<file path="src/afrh_pkg.sv">
// package for the fault and reset handler: timing counts, modes, states
// assumes a 125 MHz core clock on both ends
package afrh_pkg;
  localparam int unsigned CLK_MHZ = 125;
  // controller wait after the fault falling edge, in microseconds
  localparam int unsigned RESET_HOLD_US = 4000;
  localparam int unsigned RESET_HOLD_CYC = RESET_HOLD_US * CLK_MHZ;
  // ramp down length in cycles before the stage goes high impedance
  localparam int unsigned RAMP_CYC = 256;
  // overload counter limit
  localparam int unsigned OVL_MAX = 255;
  localparam int unsigned OVL_W = 8;
  // least wait after a fault before the controller pulls reset low
  localparam int unsigned RESET_LOW_CYC = 16;
  // output configuration
  localparam logic [1:0] CFG_BTL = 2'h0;
  localparam logic [1:0] CFG_PBTL = 2'h1;
  localparam logic [1:0] CFG_SE = 2'h2;
  typedef enum logic [2:0]
  {
    AFRH_RUN = 3'h1,
    AFRH_RAMP = 3'h2,
    AFRH_HOLD = 3'h4
  } afrh_state_t;
  typedef enum logic [3:0]
  {
    AFRH_C_IDLE = 4'h1,
    AFRH_C_WAIT = 4'h2,
    AFRH_C_LOW = 4'h4,
    AFRH_C_COOL = 4'h8
  } afrh_cstate_t;
endpackage

</file>
<file path="src/afrh_if.sv">
// link between the power stage fault logic and the system controller
// assumes both ends share core_clk; pins are plain levels here
`timescale 1ns/1ns
`default_nettype none
interface afrh_if;
  logic fault_n;
  logic temp_warning_n;
  logic reset_n;
  modport dev
  (
    output fault_n,
    output temp_warning_n,
    input reset_n
  );
  modport ctl
  (
    input fault_n,
    input temp_warning_n,
    output reset_n
  );
endinterface
`default_nettype wire

</file>
<file path="src/afrh_device.sv">
// device end: sorts protection events, drives fault and warning pins,
// runs the reset ramp down, pulldowns and restart.
// assumes event inputs are synchronous to core_clk; reset_n comes from
// the controller on the same clock.
// Function
// - global fault stops all channels, fault low
// - latched global fault held until reset toggled
// - channel fault stops only affected channel
// - reset low forces fault pin high
// - controller releases reset only when warning inactive
// - controller lowers volume on temperature warning
// - supply undervoltages are global, self clearing
// - thermal warning only flags, self clears
// - lost switching clock in slave mode: high impedance, unreported
// - reset low starts controlled ramp down
// - high impedance only after ramp completes
// - pulldowns on during reset, all configurations
// - weak bootstrap pulldowns during reset in bridge modes
// - reset rising edge clears latched overload
// - controller waits 4 ms after fault before release
// - bootstrap undervoltage: half bridge off, unlatched, unreported
// - overcurrent flips half bridge until next frame
// - overload counter saturation latches channel off
// - thermal shutdown: all off, fault low, latched
`timescale 1ns/1ns
`default_nettype none
module afrh_device #(
  parameter int unsigned RAMP_CYC = afrh_pkg::RAMP_CYC,
  parameter int unsigned OVL_MAX = afrh_pkg::OVL_MAX
)
(
  input wire logic core_clk,
  input wire logic srst,
  afrh_if.dev link,
  input wire logic [1:0] out_cfg,
  input wire logic slave_mode,
  input wire logic clk_lost,
  input wire logic frame_start,
  input wire logic uv_power_stage,
  input wire logic uv_main,
  input wire logic uv_analog,
  input wire logic por_digital,
  input wire logic temp_warn_in,
  input wire logic temp_shutdown_in,
  input wire logic latched_oc_mode,
  input wire logic [3:0] overcurrent,
  input wire logic [3:0] boot_uv,
  output logic [3:0] hb_enable,
  output logic [3:0] hb_flip,
  output logic ramp_active,
  output logic pulldown_en,
  output logic weak_pulldown_en
);
  localparam int unsigned OW = afrh_pkg::OVL_W;
  typedef struct packed {
    afrh_pkg::afrh_state_t st;
    logic rst_q;
    logic glob_latch;
    logic [3:0] ch_latch;
    logic [3:0] flip;
    logic [3:0][OW-1:0] ovl;
    logic [OW-1:0] ramp;
    logic fault_n;
    logic warn_n;
    logic [3:0] hb_en;
    logic pd;
    logic wpd;
    logic ramp_on;
    logic [3:0] flip_q;
  } afrh_dev_t;
  afrh_dev_t s_ff;
  afrh_dev_t nxt_s;
  // expands a half-bridge local error into the half bridges it turns off
  function automatic logic [3:0] afrh_spread(input logic [3:0] err, input logic [1:0] cfg);
    logic [3:0] r;
    r = err;
    if (cfg == afrh_pkg::CFG_PBTL)
    begin
      r = (|err) ? 4'hF : 4'h0;
    end
    else if (cfg == afrh_pkg::CFG_BTL)
    begin
      r = {{2{|err[3:2]}}, {2{|err[1:0]}}};
    end
    return r;
  endfunction
  logic self_glob;
  logic [3:0] ch_err;
  assign self_glob = uv_power_stage | uv_main | uv_analog | por_digital;
  // next state of the whole handler
  always_comb
  begin
    nxt_s = s_ff;
    ch_err = 4'h0;
    nxt_s.rst_q = link.reset_n;
    // flips clear at each frame, set by overcurrent
    for (int i = 0; i < 4; i++)
    begin
      if (frame_start)
      begin
        nxt_s.flip[i] = 1'b0;
      end
      if (!latched_oc_mode && overcurrent[i])
      begin
        nxt_s.flip[i] = 1'b1;
      end
      // a frame counts as hit if any overcurrent flipped it
      if (frame_start)
      begin
        if ((overcurrent[i] | s_ff.flip[i]) && s_ff.ovl[i] != OW'(OVL_MAX))
        begin
          nxt_s.ovl[i] = s_ff.ovl[i] + OW'(1);
        end
        else if (!(overcurrent[i] | s_ff.flip[i]) && s_ff.ovl[i] != '0)
        begin
          nxt_s.ovl[i] = s_ff.ovl[i] - OW'(1);
        end
      end
      ch_err[i] = (s_ff.ovl[i] == OW'(OVL_MAX)) | (latched_oc_mode & overcurrent[i]);
    end
    nxt_s.ch_latch = s_ff.ch_latch | afrh_spread(ch_err, out_cfg);
    if (temp_shutdown_in)
    begin
      nxt_s.glob_latch = 1'b1;
    end
    case (s_ff.st)
      afrh_pkg::AFRH_RUN:
      begin
        if (!link.reset_n)
        begin
          nxt_s.st = afrh_pkg::AFRH_RAMP;
          nxt_s.ramp = '0;
        end
      end
      afrh_pkg::AFRH_RAMP:
      begin
        nxt_s.ramp = s_ff.ramp + OW'(1);
        if (s_ff.ramp == OW'(RAMP_CYC - 1))
        begin
          nxt_s.st = afrh_pkg::AFRH_HOLD;
        end
      end
      afrh_pkg::AFRH_HOLD:
      begin
        if (link.reset_n && !s_ff.rst_q)
        begin
          // rising edge clears latched faults and restarts
          nxt_s.st = afrh_pkg::AFRH_RUN;
          nxt_s.glob_latch = temp_shutdown_in;
          // a new event in the clearing cycle still sets
          nxt_s.ch_latch = afrh_spread(overcurrent & {4{latched_oc_mode}}, out_cfg);
          nxt_s.flip = overcurrent & {4{!latched_oc_mode}};
          nxt_s.ovl = '0;
        end
      end
      default:
      begin
        nxt_s.st = afrh_pkg::AFRH_HOLD;
      end
    endcase
    if (por_digital)
    begin
      nxt_s.ovl = '0; // power-on clears overload counters
    end
    // pin and stage outputs
    nxt_s.ramp_on = (nxt_s.st == afrh_pkg::AFRH_RAMP);
    nxt_s.pd = (nxt_s.st != afrh_pkg::AFRH_RUN) && !link.reset_n;
    nxt_s.wpd = nxt_s.pd && (out_cfg != afrh_pkg::CFG_SE);
    nxt_s.warn_n = !temp_warn_in;
    if (!link.reset_n)
    begin
      nxt_s.fault_n = 1'b1;
    end
    else
    begin
      nxt_s.fault_n = !(self_glob | nxt_s.glob_latch | (|nxt_s.ch_latch));
    end
    if (nxt_s.st == afrh_pkg::AFRH_HOLD || self_glob || nxt_s.glob_latch
        || (slave_mode && clk_lost))
    begin
      nxt_s.hb_en = 4'h0;
    end
    else
    begin
      nxt_s.hb_en = ~(nxt_s.ch_latch | boot_uv);
    end
    nxt_s.flip_q = nxt_s.flip & nxt_s.hb_en;
  end
  // state register
  always_ff @(posedge core_clk)
  begin
    if (srst)
    begin
      s_ff <= '{st: afrh_pkg::AFRH_HOLD, rst_q: 1'b0, glob_latch: 1'b0,
                ch_latch: 4'h0, flip: 4'h0, ovl: '0, ramp: '0, fault_n: 1'b1,
                warn_n: 1'b1, hb_en: 4'h0, pd: 1'b1, wpd: 1'b0, ramp_on: 1'b0,
                flip_q: 4'h0};
    end
    else
    begin
      s_ff <= nxt_s;
    end
  end
  assign link.fault_n = s_ff.fault_n;
  assign link.temp_warning_n = s_ff.warn_n;
  assign hb_enable = s_ff.hb_en;
  assign hb_flip = s_ff.flip_q;
  assign ramp_active = s_ff.ramp_on;
  assign pulldown_en = s_ff.pd;
  assign weak_pulldown_en = s_ff.wpd;
endmodule
`default_nettype wire

</file>
<file path="src/flat_wrapper.sv">
// flat-port wrapper written by rule: the top's interface ports become plain ports
module afrh_device_flat 
#(
  parameter int unsigned RAMP_CYC = afrh_pkg::RAMP_CYC,
  parameter int unsigned OVL_MAX = afrh_pkg::OVL_MAX
)
  (core_clk, srst, out_cfg, slave_mode, clk_lost, frame_start, uv_power_stage, uv_main, uv_analog, por_digital, temp_warn_in, temp_shutdown_in, latched_oc_mode, overcurrent, boot_uv, hb_enable, hb_flip, ramp_active, pulldown_en, weak_pulldown_en, link_fault_n, link_temp_warning_n, link_reset_n);
  afrh_if link_i ();
  input wire logic core_clk;
  input wire logic srst;
  input wire logic [1:0] out_cfg;
  input wire logic slave_mode;
  input wire logic clk_lost;
  input wire logic frame_start;
  input wire logic uv_power_stage;
  input wire logic uv_main;
  input wire logic uv_analog;
  input wire logic por_digital;
  input wire logic temp_warn_in;
  input wire logic temp_shutdown_in;
  input wire logic latched_oc_mode;
  input wire logic [3:0] overcurrent;
  input wire logic [3:0] boot_uv;
  output logic [3:0] hb_enable;
  output logic [3:0] hb_flip;
  output logic ramp_active;
  output logic pulldown_en;
  output logic weak_pulldown_en;
  output wire logic [$bits(link_i.fault_n)-1:0] link_fault_n;
  output wire logic [$bits(link_i.temp_warning_n)-1:0] link_temp_warning_n;
  input wire logic [$bits(link_i.reset_n)-1:0] link_reset_n;
  assign link_fault_n = link_i.fault_n;
  assign link_temp_warning_n = link_i.temp_warning_n;
  assign link_i.reset_n = link_reset_n;
  afrh_device #(.RAMP_CYC(RAMP_CYC), .OVL_MAX(OVL_MAX)) u_core (.core_clk(core_clk), .srst(srst), .link(link_i), .out_cfg(out_cfg), .slave_mode(slave_mode), .clk_lost(clk_lost), .frame_start(frame_start), .uv_power_stage(uv_power_stage), .uv_main(uv_main), .uv_analog(uv_analog), .por_digital(por_digital), .temp_warn_in(temp_warn_in), .temp_shutdown_in(temp_shutdown_in), .latched_oc_mode(latched_oc_mode), .overcurrent(overcurrent), .boot_uv(boot_uv), .hb_enable(hb_enable), .hb_flip(hb_flip), .ramp_active(ramp_active), .pulldown_en(pulldown_en), .weak_pulldown_en(weak_pulldown_en));
endmodule
</file>
<file path="config.mk">
export PLATFORM = sky130hd
export DESIGN_NAME = afrh_device_flat
export DESIGN_NICKNAME = d
export VERILOG_FILES = /design/src/afrh_pkg.sv /design/src/afrh_if.sv /design/src/afrh_device.sv /design/src/flat_wrapper.sv
export SDC_FILE = /design/constraint.sdc
export NUM_CORES = 1
export LEC_CHECK = 0
export BUFFER_PORTS_ARGS = -buffer_cell sky130_fd_sc_hd__buf_2
export CAP_MARGIN = 15
export CELL_PAD_IN_SITES_DETAIL_PLACEMENT = 1
export CELL_PAD_IN_SITES_GLOBAL_PLACEMENT = 1
export CORE_ASPECT_RATIO = 1.75
export CORE_UTILIZATION = 44
export DETAILED_ROUTE_END_ITERATION = 8
export GPL_TIMING_DRIVEN = 0
export PLACE_DENSITY = 0.86
export REMOVE_ABC_BUFFERS = 1
export SLEW_MARGIN = 20
export SYNTH_ARGS = -nofsm -noshare
export SYNTH_HDL_FRONTEND = slang
export SYNTH_SLANG_ARGS = --single-unit
</file>
<file path="constraint.sdc">
create_clock -name core_clk -period 2.3 [get_ports core_clk]
set_input_delay 0.23 -clock core_clk [delete_from_list [all_inputs] [get_ports core_clk]]
set_output_delay 0.23 -clock core_clk [all_outputs]
set_load 0.005 [all_outputs]
</file>
==> results.yml, run 1 <==
status:
  status: "finished with violations"
  violations: "DRC"
critical_path:
  r2r-start: "u_core.s_ff[46]"
  end_kind: "register"
  path_cells: "ha_1 -> and4_4 -> a41oi_4 -> or3_1 -> o22ai_2 -> o211ai_1 -> xor2_1 -> nor2_1"
  cp.required_ps: 2500
  crit_path_start: "u_core.s_ff[46]"
  timing_worst_setup_path_type: "register to register"
  crit_fanout: 8
  slowest_stage: "dfxtp_1"
  arrival_ps: 2380
  slowest_delay_ps: 400
  critical-path-top-delay-family: "simple AND/OR/NAND/NOR gates"
  startpoint_type: "register"
  path_buf_inv: 0
power_and_ir_drop:
  ir_drop_mv: 0.402
  clkPwrFrac_pct: 47.0
  power.leakage_uw: 0.00161
  switchingPower_uw: 762
  internal-power_uw: 2250
  p_per_area_nw_per_um2: 713
  swShare_pct: 25.3
  power.share.sequential_pct: 40.2
  combPwrFrac_pct: 12.8
synthesis:
  syn_area_um2: 3650
  synthAdderAreaFrac_pct: 4.46
  yosysUniqueCellTypes: 63
  synth_edf_count: 0
  synth_seq_cells: 66
  async_reset_ff_share_pct: 0
  synth_area_per_cell_um2: 8.23
  yosysWarnings: 0
  yosysSeqAreaShare_pct: 36.2
  synthCells: 443
  synth_xor_area_share_pct: 5.28
  synth-simple-area-share_pct: 26.3
  synthFlopType: "dfxtp_1"
  synth_compound_area_share_pct: 22.0
  yosys-mux-area-fraction_pct: 0.892
  synth_top_family_by_area: "simple AND/OR/NAND/NOR gates"
placed_design:
  gp_congestion: 0.848
  dp.final_hpwl_mm: 7.17
  post_dp_cell_area_um2: 3810
  io_buffers: 35
die:
  dieHeight_um: 122
  core-area_um2: 7960
  io_pins: 36
  rows: 43
  dieArea_um2: 8670
  start_util_pct: 45.8
  die_x_um: 70.8
min_path:
  hold_path.class: "input port to register"
  min-delay-start: "temp_warn_in"
drt:
  viasPerCell: 6.03
  remaining_drc_errors: 8
  dr.first_iter.drc_count: 167
  dr_total_vias: 3415
  dr.pass1.iters: 6
  routed_wl_mm: 10.1
  antenna_left: 0
  wire_per_inst_um: 17.9
timing:
  clock.fmax_ghz: 0.458
  finalClockSkew_ps: 5.69
  rsz0062_at_grt: "no"
  hold_viol: 0
  tightest_slew_ps: 642
  setup_viol: 0
  finalCritPeriodShare_pct: 94.9
  slew_headroom_pct: 57.2
  finalSetupTns_ps: 0
  fin_crit_ps: 2180
  final-max-slew-violation-count: 0
finish:
  layout.nets: 508
  insertedDiodeCount: 0
  fill_cells: 1004
  post-route-util_pct: 53.1
  drive_gt1_share_pct: 18.5
  final_area_um2: 4230
  area_delta_synth_final_pct: 16.0
global_routing:
  overflow: 0
  grt_pass1_wl_mm: 16.9
  antenna_found_initial: 0
  grt_max_degree: 33
  grt_pass1_vias: 3620
  grt_usage_pct: 24.8
clock_tree:
  cts_made_buffers: 9
  cts_hold_repair.buffers: 0
  clockBufferDepth: 2
  clock_latency_ps: 340
  cts_max_level: 3
  clkTransAtPathRegs_ps: 50
  root_buffer: "clkbuf_16"
  cts_tree: "yes"
  numClockSinks: 66
run:
  maxCapViolations: 0
cells by family (layout without fill, tap and decap cells):
logic type	Yosys count	after routing
adder cells (fa/ha/maj)	13	13
flip-flops	66	66
buffers and inverters	36	69
XOR/XNOR	22	22
multiplexers	3	3
AO/OA/AOI/OAI	115	115
AND/OR/NAND/NOR	188	188
through the flow:
step	worst slack [ps]	std cells	hold WS [ps]	power, uW
after floorplan	220	421	299	1470
after global placement	24.8	546	404	1570
after detailed placement	23.5	546	418	1590
after CTS	11.3	561	72.4	3000
after global routing	2.29	566	78.0	3120
final	118	566	68.1	3010
registers in the layout (all words and copies together) (netlist names):
| register | count |
|---|---|
| u_core.s_ff | 53 |
| u_core.hb_enable | 4 |
| u_core.hb_flip | 4 |
| u_core.link.fault_n | 1 |
| u_core.link.temp_warning_n | 1 |
| u_core.pulldown_en | 1 |
| u_core.ramp_active | 1 |
| u_core.weak_pulldown_en | 1 |
worst register-to-register path, cell delays in order (launching register included):
cell and delay (ps):
dfxtp_1 400, ha_1 220, and4_4 280, a41oi_4 190, or3_1 410, o22ai_2 180
o211ai_1 130, xor2_1 170, nor2_1 60
what timing repair did:
| action | 4_1_cts | 5_1_grt |
|---|---|---|
| gates resized for setup | 1 | 16 |
| pin swaps | 1 | 4 |
| setup endpoints to repair | 2 | 19 |
| setup buffers | 0 | 5 |
routing by layer:
metal	share of wire [%]	global-route usage (%)	wire (um)
met4	3.2	13.8	327
met3	2.6	3.78	260
met2	56	48.2	5670
met1	38	24.6	3870
met5	0	0	0
area by class of cell:
| class | instances | area [um2] | share of cell area, % |
|---|---|---|---|
| Clock buffer | 13 | 270 | 6.39 |
| Sequential cell | 66 | 1330 | 31.4 |
| Timing Repair Buffer | 40 | 213 | 5.03 |
| Inverter | 14 | 52.6 | 1.24 |
| Tap cell | 90 | 113 | 2.66 |
| Clock inverter | 2 | 35.0 | 0.829 |
| Multi-Input combinational cell | 341 | 2220 | 52.5 |
cells in the final DEF, fill, tap and decap left out, types with 4 or more instances in the layout:
cell / n
nor2_1: 72
dfxtp_1: 62
buf_2: 35
a21oi_1: 29
o21ai_0: 28
nand2_1: 25
inv_1: 14
nand3_1: 14
xor2_1: 13
nor3_1: 12
ha_1: 12
or3_1: 11
xnor2_1: 9
clkbuf_16: 9
nor4_1: 8
a22oi_1: 8
and3_1: 7
a211oi_1: 7
o21ai_1: 6
nand2b_1: 5
o211ai_1: 5
buf_4: 5
a31oi_1: 4
dfxtp_2: 4
cell usage after synthesis (7+ instances only):
| library cell | instances | area [um2] |
|---|---|---|
| a21oi_1 | 30 | 150 |
| clkbuf_1 | 10 | 37.5 |
| nor3_1 | 13 | 65.1 |
| nand3_1 | 16 | 80.1 |
| inv_1 | 14 | 52.6 |
| o21ai_0 | 28 | 140 |
| dfxtp_1 | 66 | 1320 |
| a211oi_1 | 7 | 52.6 |
| ha_1 | 13 | 163 |
| or3_1 | 12 | 75.1 |
| and3_1 | 7 | 43.8 |
| nor4_1 | 8 | 50.1 |
| nand2_1 | 25 | 93.8 |
| nor2_1 | 72 | 270 |
| o21ai_1 | 8 | 40.0 |
| xor2_1 | 13 | 114 |
| buf_4 | 8 | 60.1 |
| a22oi_1 | 8 | 60.1 |
| xnor2_1 | 9 | 78.8 |
path summary, 6_finish.rpt:
| kind | cells after the start | endpoint | slack (ps) |
|---|---|---|---|
| hold / removal | 2 | u_core.link.temp_warning_n | 70 |
| setup reg to reg | 8 | u_core.s_ff[52] | 120 |
| setup / recovery | 8 | u_core.s_ff[52] | 120 |
| hold reg to reg | 1 | u_core.s_ff[16] | 490 |
power groups by stage:
stage | Combinational [uW] | Clock, uW | Sequential [uW]
final | 387 | 1420 | 1210
after floorplan | 242 | 0 | 1230
after global routing | 427 | 1480 | 1220
after global placement | 339 | 0 | 1230
after detailed placement | 354 | 0 | 1230
after CTS | 360 | 1430 | 1210
(Power assumes the default switching activity.)
==> run 2: changes to the inputs <==
BUFFER_PORTS_ARGS = default   (was -buffer_cell sky130_fd_sc_hd__buf_2)
CORE_UTILIZATION = 35   (was 44)
DONT_BUFFER_PORTS = 1   (was default)
PLACE_DENSITY = 0.68   (was 0.86)
==> results.yml, run 2 (synthesis gave the netlist of run 1 again) <==
clock_tree:
  root_buffer: "clkbuf_16"
  clockBufferDepth: 2
  clkTransAtPathRegs_ps: 60
  numClockSinks: 66
  clock_latency_ps: 340
  cts_made_buffers: 9
  cts_max_level: 3
  cts_tree: "yes"
power_and_ir_drop:
  swShare_pct: 26.0
  clkPwrFrac_pct: 47.5
  ir_drop_mv: 0.376
  p_per_area_nw_per_um2: 713
  totalPowerFinal_uw: 2960
  power.share.sequential_pct: 40.9
  power.leakage_uw: 0.00147
  internal-power_uw: 2190
  switchingPower_uw: 771
  combPwrFrac_pct: 11.6
die:
  dieArea_um2: 10800
  dieHeight_um: 137
  start_util_pct: 35.8
  rows: 49
  io_pins: 36
  die_x_um: 79.2
  core-area_um2: 10200
drt:
  remaining_drc_errors: 0
  routed_wl_mm: 9.62
  wire_per_inst_um: 16.8
  antenna_left: 0
  dr.pass1.iters: 4
  dr_total_vias: 3262
  dr.first_iter.drc_count: 126
  viasPerCell: 5.68
critical_path:
  crit_path_start: "u_core.s_ff[45]"
  cp.required_ps: 2540
  ff2ff_setup_slack_ps: 130
  timing.rr.end: "u_core.hb_flip[1]"
  arrival_ps: 2410
  r2r-start: "u_core.s_ff[45]"
  slowest_stage: "o41a_4"
  critical-path-top-delay-family: "compound AO/OA/AOI/OAI gates"
  critPathCapture: "u_core.hb_flip[1]"
  path_cells: "ha_2 -> and4_4 -> nand4_4 -> o211ai_4 -> o41a_4 -> o41a_1 -> nor4_2"
  startpoint_type: "register"
  reg2reg_depth: 7
  slowest_delay_ps: 430
  path_buf_inv: 0
  path_depth: 7
  end_kind: "register"
  timing_worst_setup_path_type: "register to register"
  crit_fanout: 5
finish:
  largest_register: "u_core.s_ff"
  layout_common_cells: "nor2_1 (71), dfxtp_1 (64), a21oi_1 (30)"
  largest_register_ffs: 53
  area_delta_synth_final_pct: 14.0
  layout_commonest_cell: "nor2_1"
  insertedDiodeCount: 0
  drive_gt1_share_pct: 11.6
  layout.nets: 478
  final_area_um2: 4160
  final_cell_count_no_fill: 574
min_path:
  hold_path.class: "input port to register"
timing:
  hold_ws_ps: 19.7
  final-max-slew-violation-count: 0
  finalClockSkew_ps: 7.39
  slew_headroom_pct: 43.6
  clock.fmax_ghz: 0.461
  tightest_slew_ps: 843
  hold_viol: 0
  fin_crit_ps: 2170
  finalCritPeriodShare_pct: 94.2
  rsz0062_at_grt: "no"
  setup_viol: 0
placed_design:
  gp_congestion: 0.788
  dp_cells: 548
  post_dp_cell_area_um2: 3680
  dp.final_hpwl_mm: 7.07
  io_buffers: 0
run:
  maxCapViolations: 0
global_routing:
  grt_pass1_wl_mm: 16.1
  grt_pass1_vias: 3388
  grt_max_degree: 33
  grt_usage_pct: 19.3
  overflow: 0
  antenna_found_initial: 0
status:
  status: "finished, final reports clean"
## run 2: through the flow
stage | TNS (ps) | util, % | setup WS [ps]
6_report | 0 | 40.8 | 133
2_1_floorplan | 0 | - | 220
3_5_place_dp | -140 | 36.2 | -49.4
4_1_cts | 0 | 40.3 | 0.0164
5_1_grt | 0 | 40.8 | 8.92
3_3_place_gp | -9.83 | 36.2 | -4.98
## run 2: per-layer routing
metal / vias up / GRT usage [%] / share of wire [%]
li1: 1594 / - / -
met5: - / 0 / 0
met3: 15 / 3.07 / 2.7
met2: 43 / 37.4 / 57
met1: 1610 / 19.2 / 38
met4: 0 / 9.90 / 2.5
## run 2: repair_timing
action,4_1_cts,5_1_grt
resized for setup,2,15
buffers inserted,2,0
endpoints found under the hold margin,29,0
pin swaps,2,4
endpoints found under the setup margin,4,16
cloned,0,0
hold buffers,8,0
## run 2: worst register-to-register path, cell delays in order, from the launching register on
cell and delay [ps]:
dfxtp_1 350, ha_2 210, and4_4 210, nand4_4 120, o211ai_4 100, o41a_4 430
o41a_1 370, nor4_2 290
## run 2: worst min path at each step
stage,start,end,slack [ps],cells after the start
2_1_floorplan,srst,u_core.ramp_active,300,1
3_3_place_gp,srst,u_core.s_ff[19],300,1
3_5_place_dp,srst,u_core.s_ff[19],300,1
4_1_cts,temp_shutdown_in,u_core.s_ff[61],20,2
5_1_grt,temp_shutdown_in,u_core.s_ff[61],50,2
6_report,temp_shutdown_in,u_core.s_ff[61],20,2
## run 2: cell type report
cell class / count / area [um2]
repair buffers: 10 / 95.1
clock inverters: 6 / 66.3
well taps: 127 / 159
clock buffers: 10 / 239
inverters: 14 / 52.6
flip-flops and latches: 66 / 1320
fillers: 1245 / 6020
multi-input cells: 341 / 2220
## run 2: power groups by stage
stage	sequential, uW	clock, uW	combinational, uW
6_report	1210	1410	345
5_1_grt	1220	1490	385
3_5_place_dp	1230	0	308
2_1_floorplan	1230	0	242
3_3_place_gp	1230	0	301
4_1_cts	1210	1440	340
==> run 3: changes to the inputs <==
CORE_UTILIZATION = 45   (was 35)
PLACE_DENSITY = 0.82   (was 0.68)
==> results.yml, run 3 (synthesis gave the netlist of run 1 again) <==
power_and_ir_drop:
  p_per_area_nw_per_um2: 684
  ir_drop_mv: 0.395
  power.leakage_uw: 0.00144
  totalPowerFinal_uw: 2760
drt:
  dr.first_iter.drc_count: 132
  remaining_drc_errors: 0
  routed_wl_mm: 9.55
  antenna_left: 0
  dr.pass1.iters: 6
  dr_total_vias: 3294
  wire_per_inst_um: 17.8
  viasPerCell: 6.15
die:
  core-area_um2: 7910
  io_pins: 36
  rows: 43
  dieArea_um2: 8480
  start_util_pct: 46.1
  die_x_um: 70.0
  dieHeight_um: 121
timing:
  rsz0062_at_grt: "yes"
  final.setup.worst_slack_ps: 99.1
  hold_viol: 0
  clock.fmax_ghz: 0.454
  final-max-slew-violation-count: 0
  setup_viol: 0
  slew_headroom_pct: 45.9
  tightest_slew_ps: 809
  finalSetupTns_ps: 0
  fin_crit_ps: 2200
  finalClockSkew_ps: 6.79
  hold_ws_ps: 16.0
  finalCritPeriodShare_pct: 95.7
finish:
  largest_register_ffs: 53
  layout.nets: 478
  layout_commonest_cell: "nor2_1"
  fill_cells: 961
  largest_register: "u_core.s_ff"
  area_delta_synth_final_pct: 10.7
  post-route-util_pct: 51.0
  layout_common_cells: "nor2_1 (71), dfxtp_1 (65), a21oi_1 (30)"
  drive_gt1_share_pct: 9.19
  insertedDiodeCount: 0
clock_tree:
  cts_made_buffers: 9
  numClockSinks: 66
  clkTransAtPathRegs_ps: 50
  clock_latency_ps: 340
  cts_tree: "yes"
  cts_max_level: 3
  root_buffer: "clkbuf_16"
  clockBufferDepth: 2
min_path:
  holdPathStages: 1
  hold_path.class: "input port to register"
status:
  status: "finished, final reports clean"
global_routing:
  overflow: 0
  grt_max_degree: 33
  grt_pass1_wl_mm: 15.6
  grt_pass1_vias: 3439
  antenna_found_initial: 0
  grt_usage_pct: 23.5
placed_design:
  gp_congestion: 0.830
  dp.final_hpwl_mm: 6.84
  io_buffers: 0
  post-place-ws_ps: -10.5
critical_path:
  reg2reg_depth: 8
  end_kind: "register"
  arrival_ps: 2450
  startpoint_type: "register"
  crit_fanout: 5
  slowest_stage: "o41a_4"
  path_cells: "ha_1 -> and4_4 -> nand4_4 -> o211ai_4 -> o41a_4 -> o41ai_4 -> nand2_1 -> o31ai_2"
  cp.required_ps: 2550
  timing_worst_setup_path_type: "register to register"
  slowest_delay_ps: 420
run:
  maxCapViolations: 0
==> run 3: path summary, 6_finish.rpt <==
check | slack (ps) | start | to
worst min-delay path | 20 | out_cfg[1] | u_core.weak_pulldown_en
worst min register to register | 470 | u_core.s_ff[61] | u_core.s_ff[61]
worst max register to register | 100 | u_core.s_ff[45] | u_core.link.fault_n
worst max-delay path | 100 | u_core.s_ff[45] | u_core.link.fault_n
==> run 3: what timing repair did <==
action	4_1_cts	5_1_grt
setup buffers	2	0
setup endpoints to repair	4	12
hold endpoints to repair	29	1
gates resized for setup	0	10
pin swaps	2	1
hold buffers	7	1
==> run 3: routing by layer <==
metal | GRT usage [%] | share of wire, %
met1 | 21.7 | 36
met2 | 45.6 | 57
met3 | 5.65 | 3.7
met4 | 13.1 | 3.2
met5 | 0 | 0
==> run 3: power by group <==
| group | internal (uW) | switching [uW] |
|---|---|---|
| registers | 1180 | 34.2 |
| clock network | 719 | 486 |
| logic | 144 | 201 |
| total | 2040 | 722 |
==> run 3: per-stage QoR <==
stage | area (um2) | std cells
2_1_floorplan | 3520 | 421
3_3_place_gp | 3630 | 511
3_5_place_dp | 3640 | 511
4_1_cts | 3980 | 535
5_1_grt | 4040 | 536
6_report | 4040 | 536
==> run 3: critical path, delay by kind of cell, from the launching register on <==
| family | cells | cell delay, ps |
|---|---|---|
| compound gates | 4 | 1080 |
| fa+ha+maj | 1 | 240 |
| flops | 1 | 350 |
| simple gates | 3 | 450 |
==> run 3: area by class of cell <==
cell class	count	area [um2]	area share [%]
multi-input combinational	341	2200	54.5
sequential	66	1320	32.8
clock buffer	12	236	5.86
timing repair buffer	10	95.1	2.36
clock inverter	3	17.5	0.434
inverter	14	52.6	1.30
tap	90	113	2.79
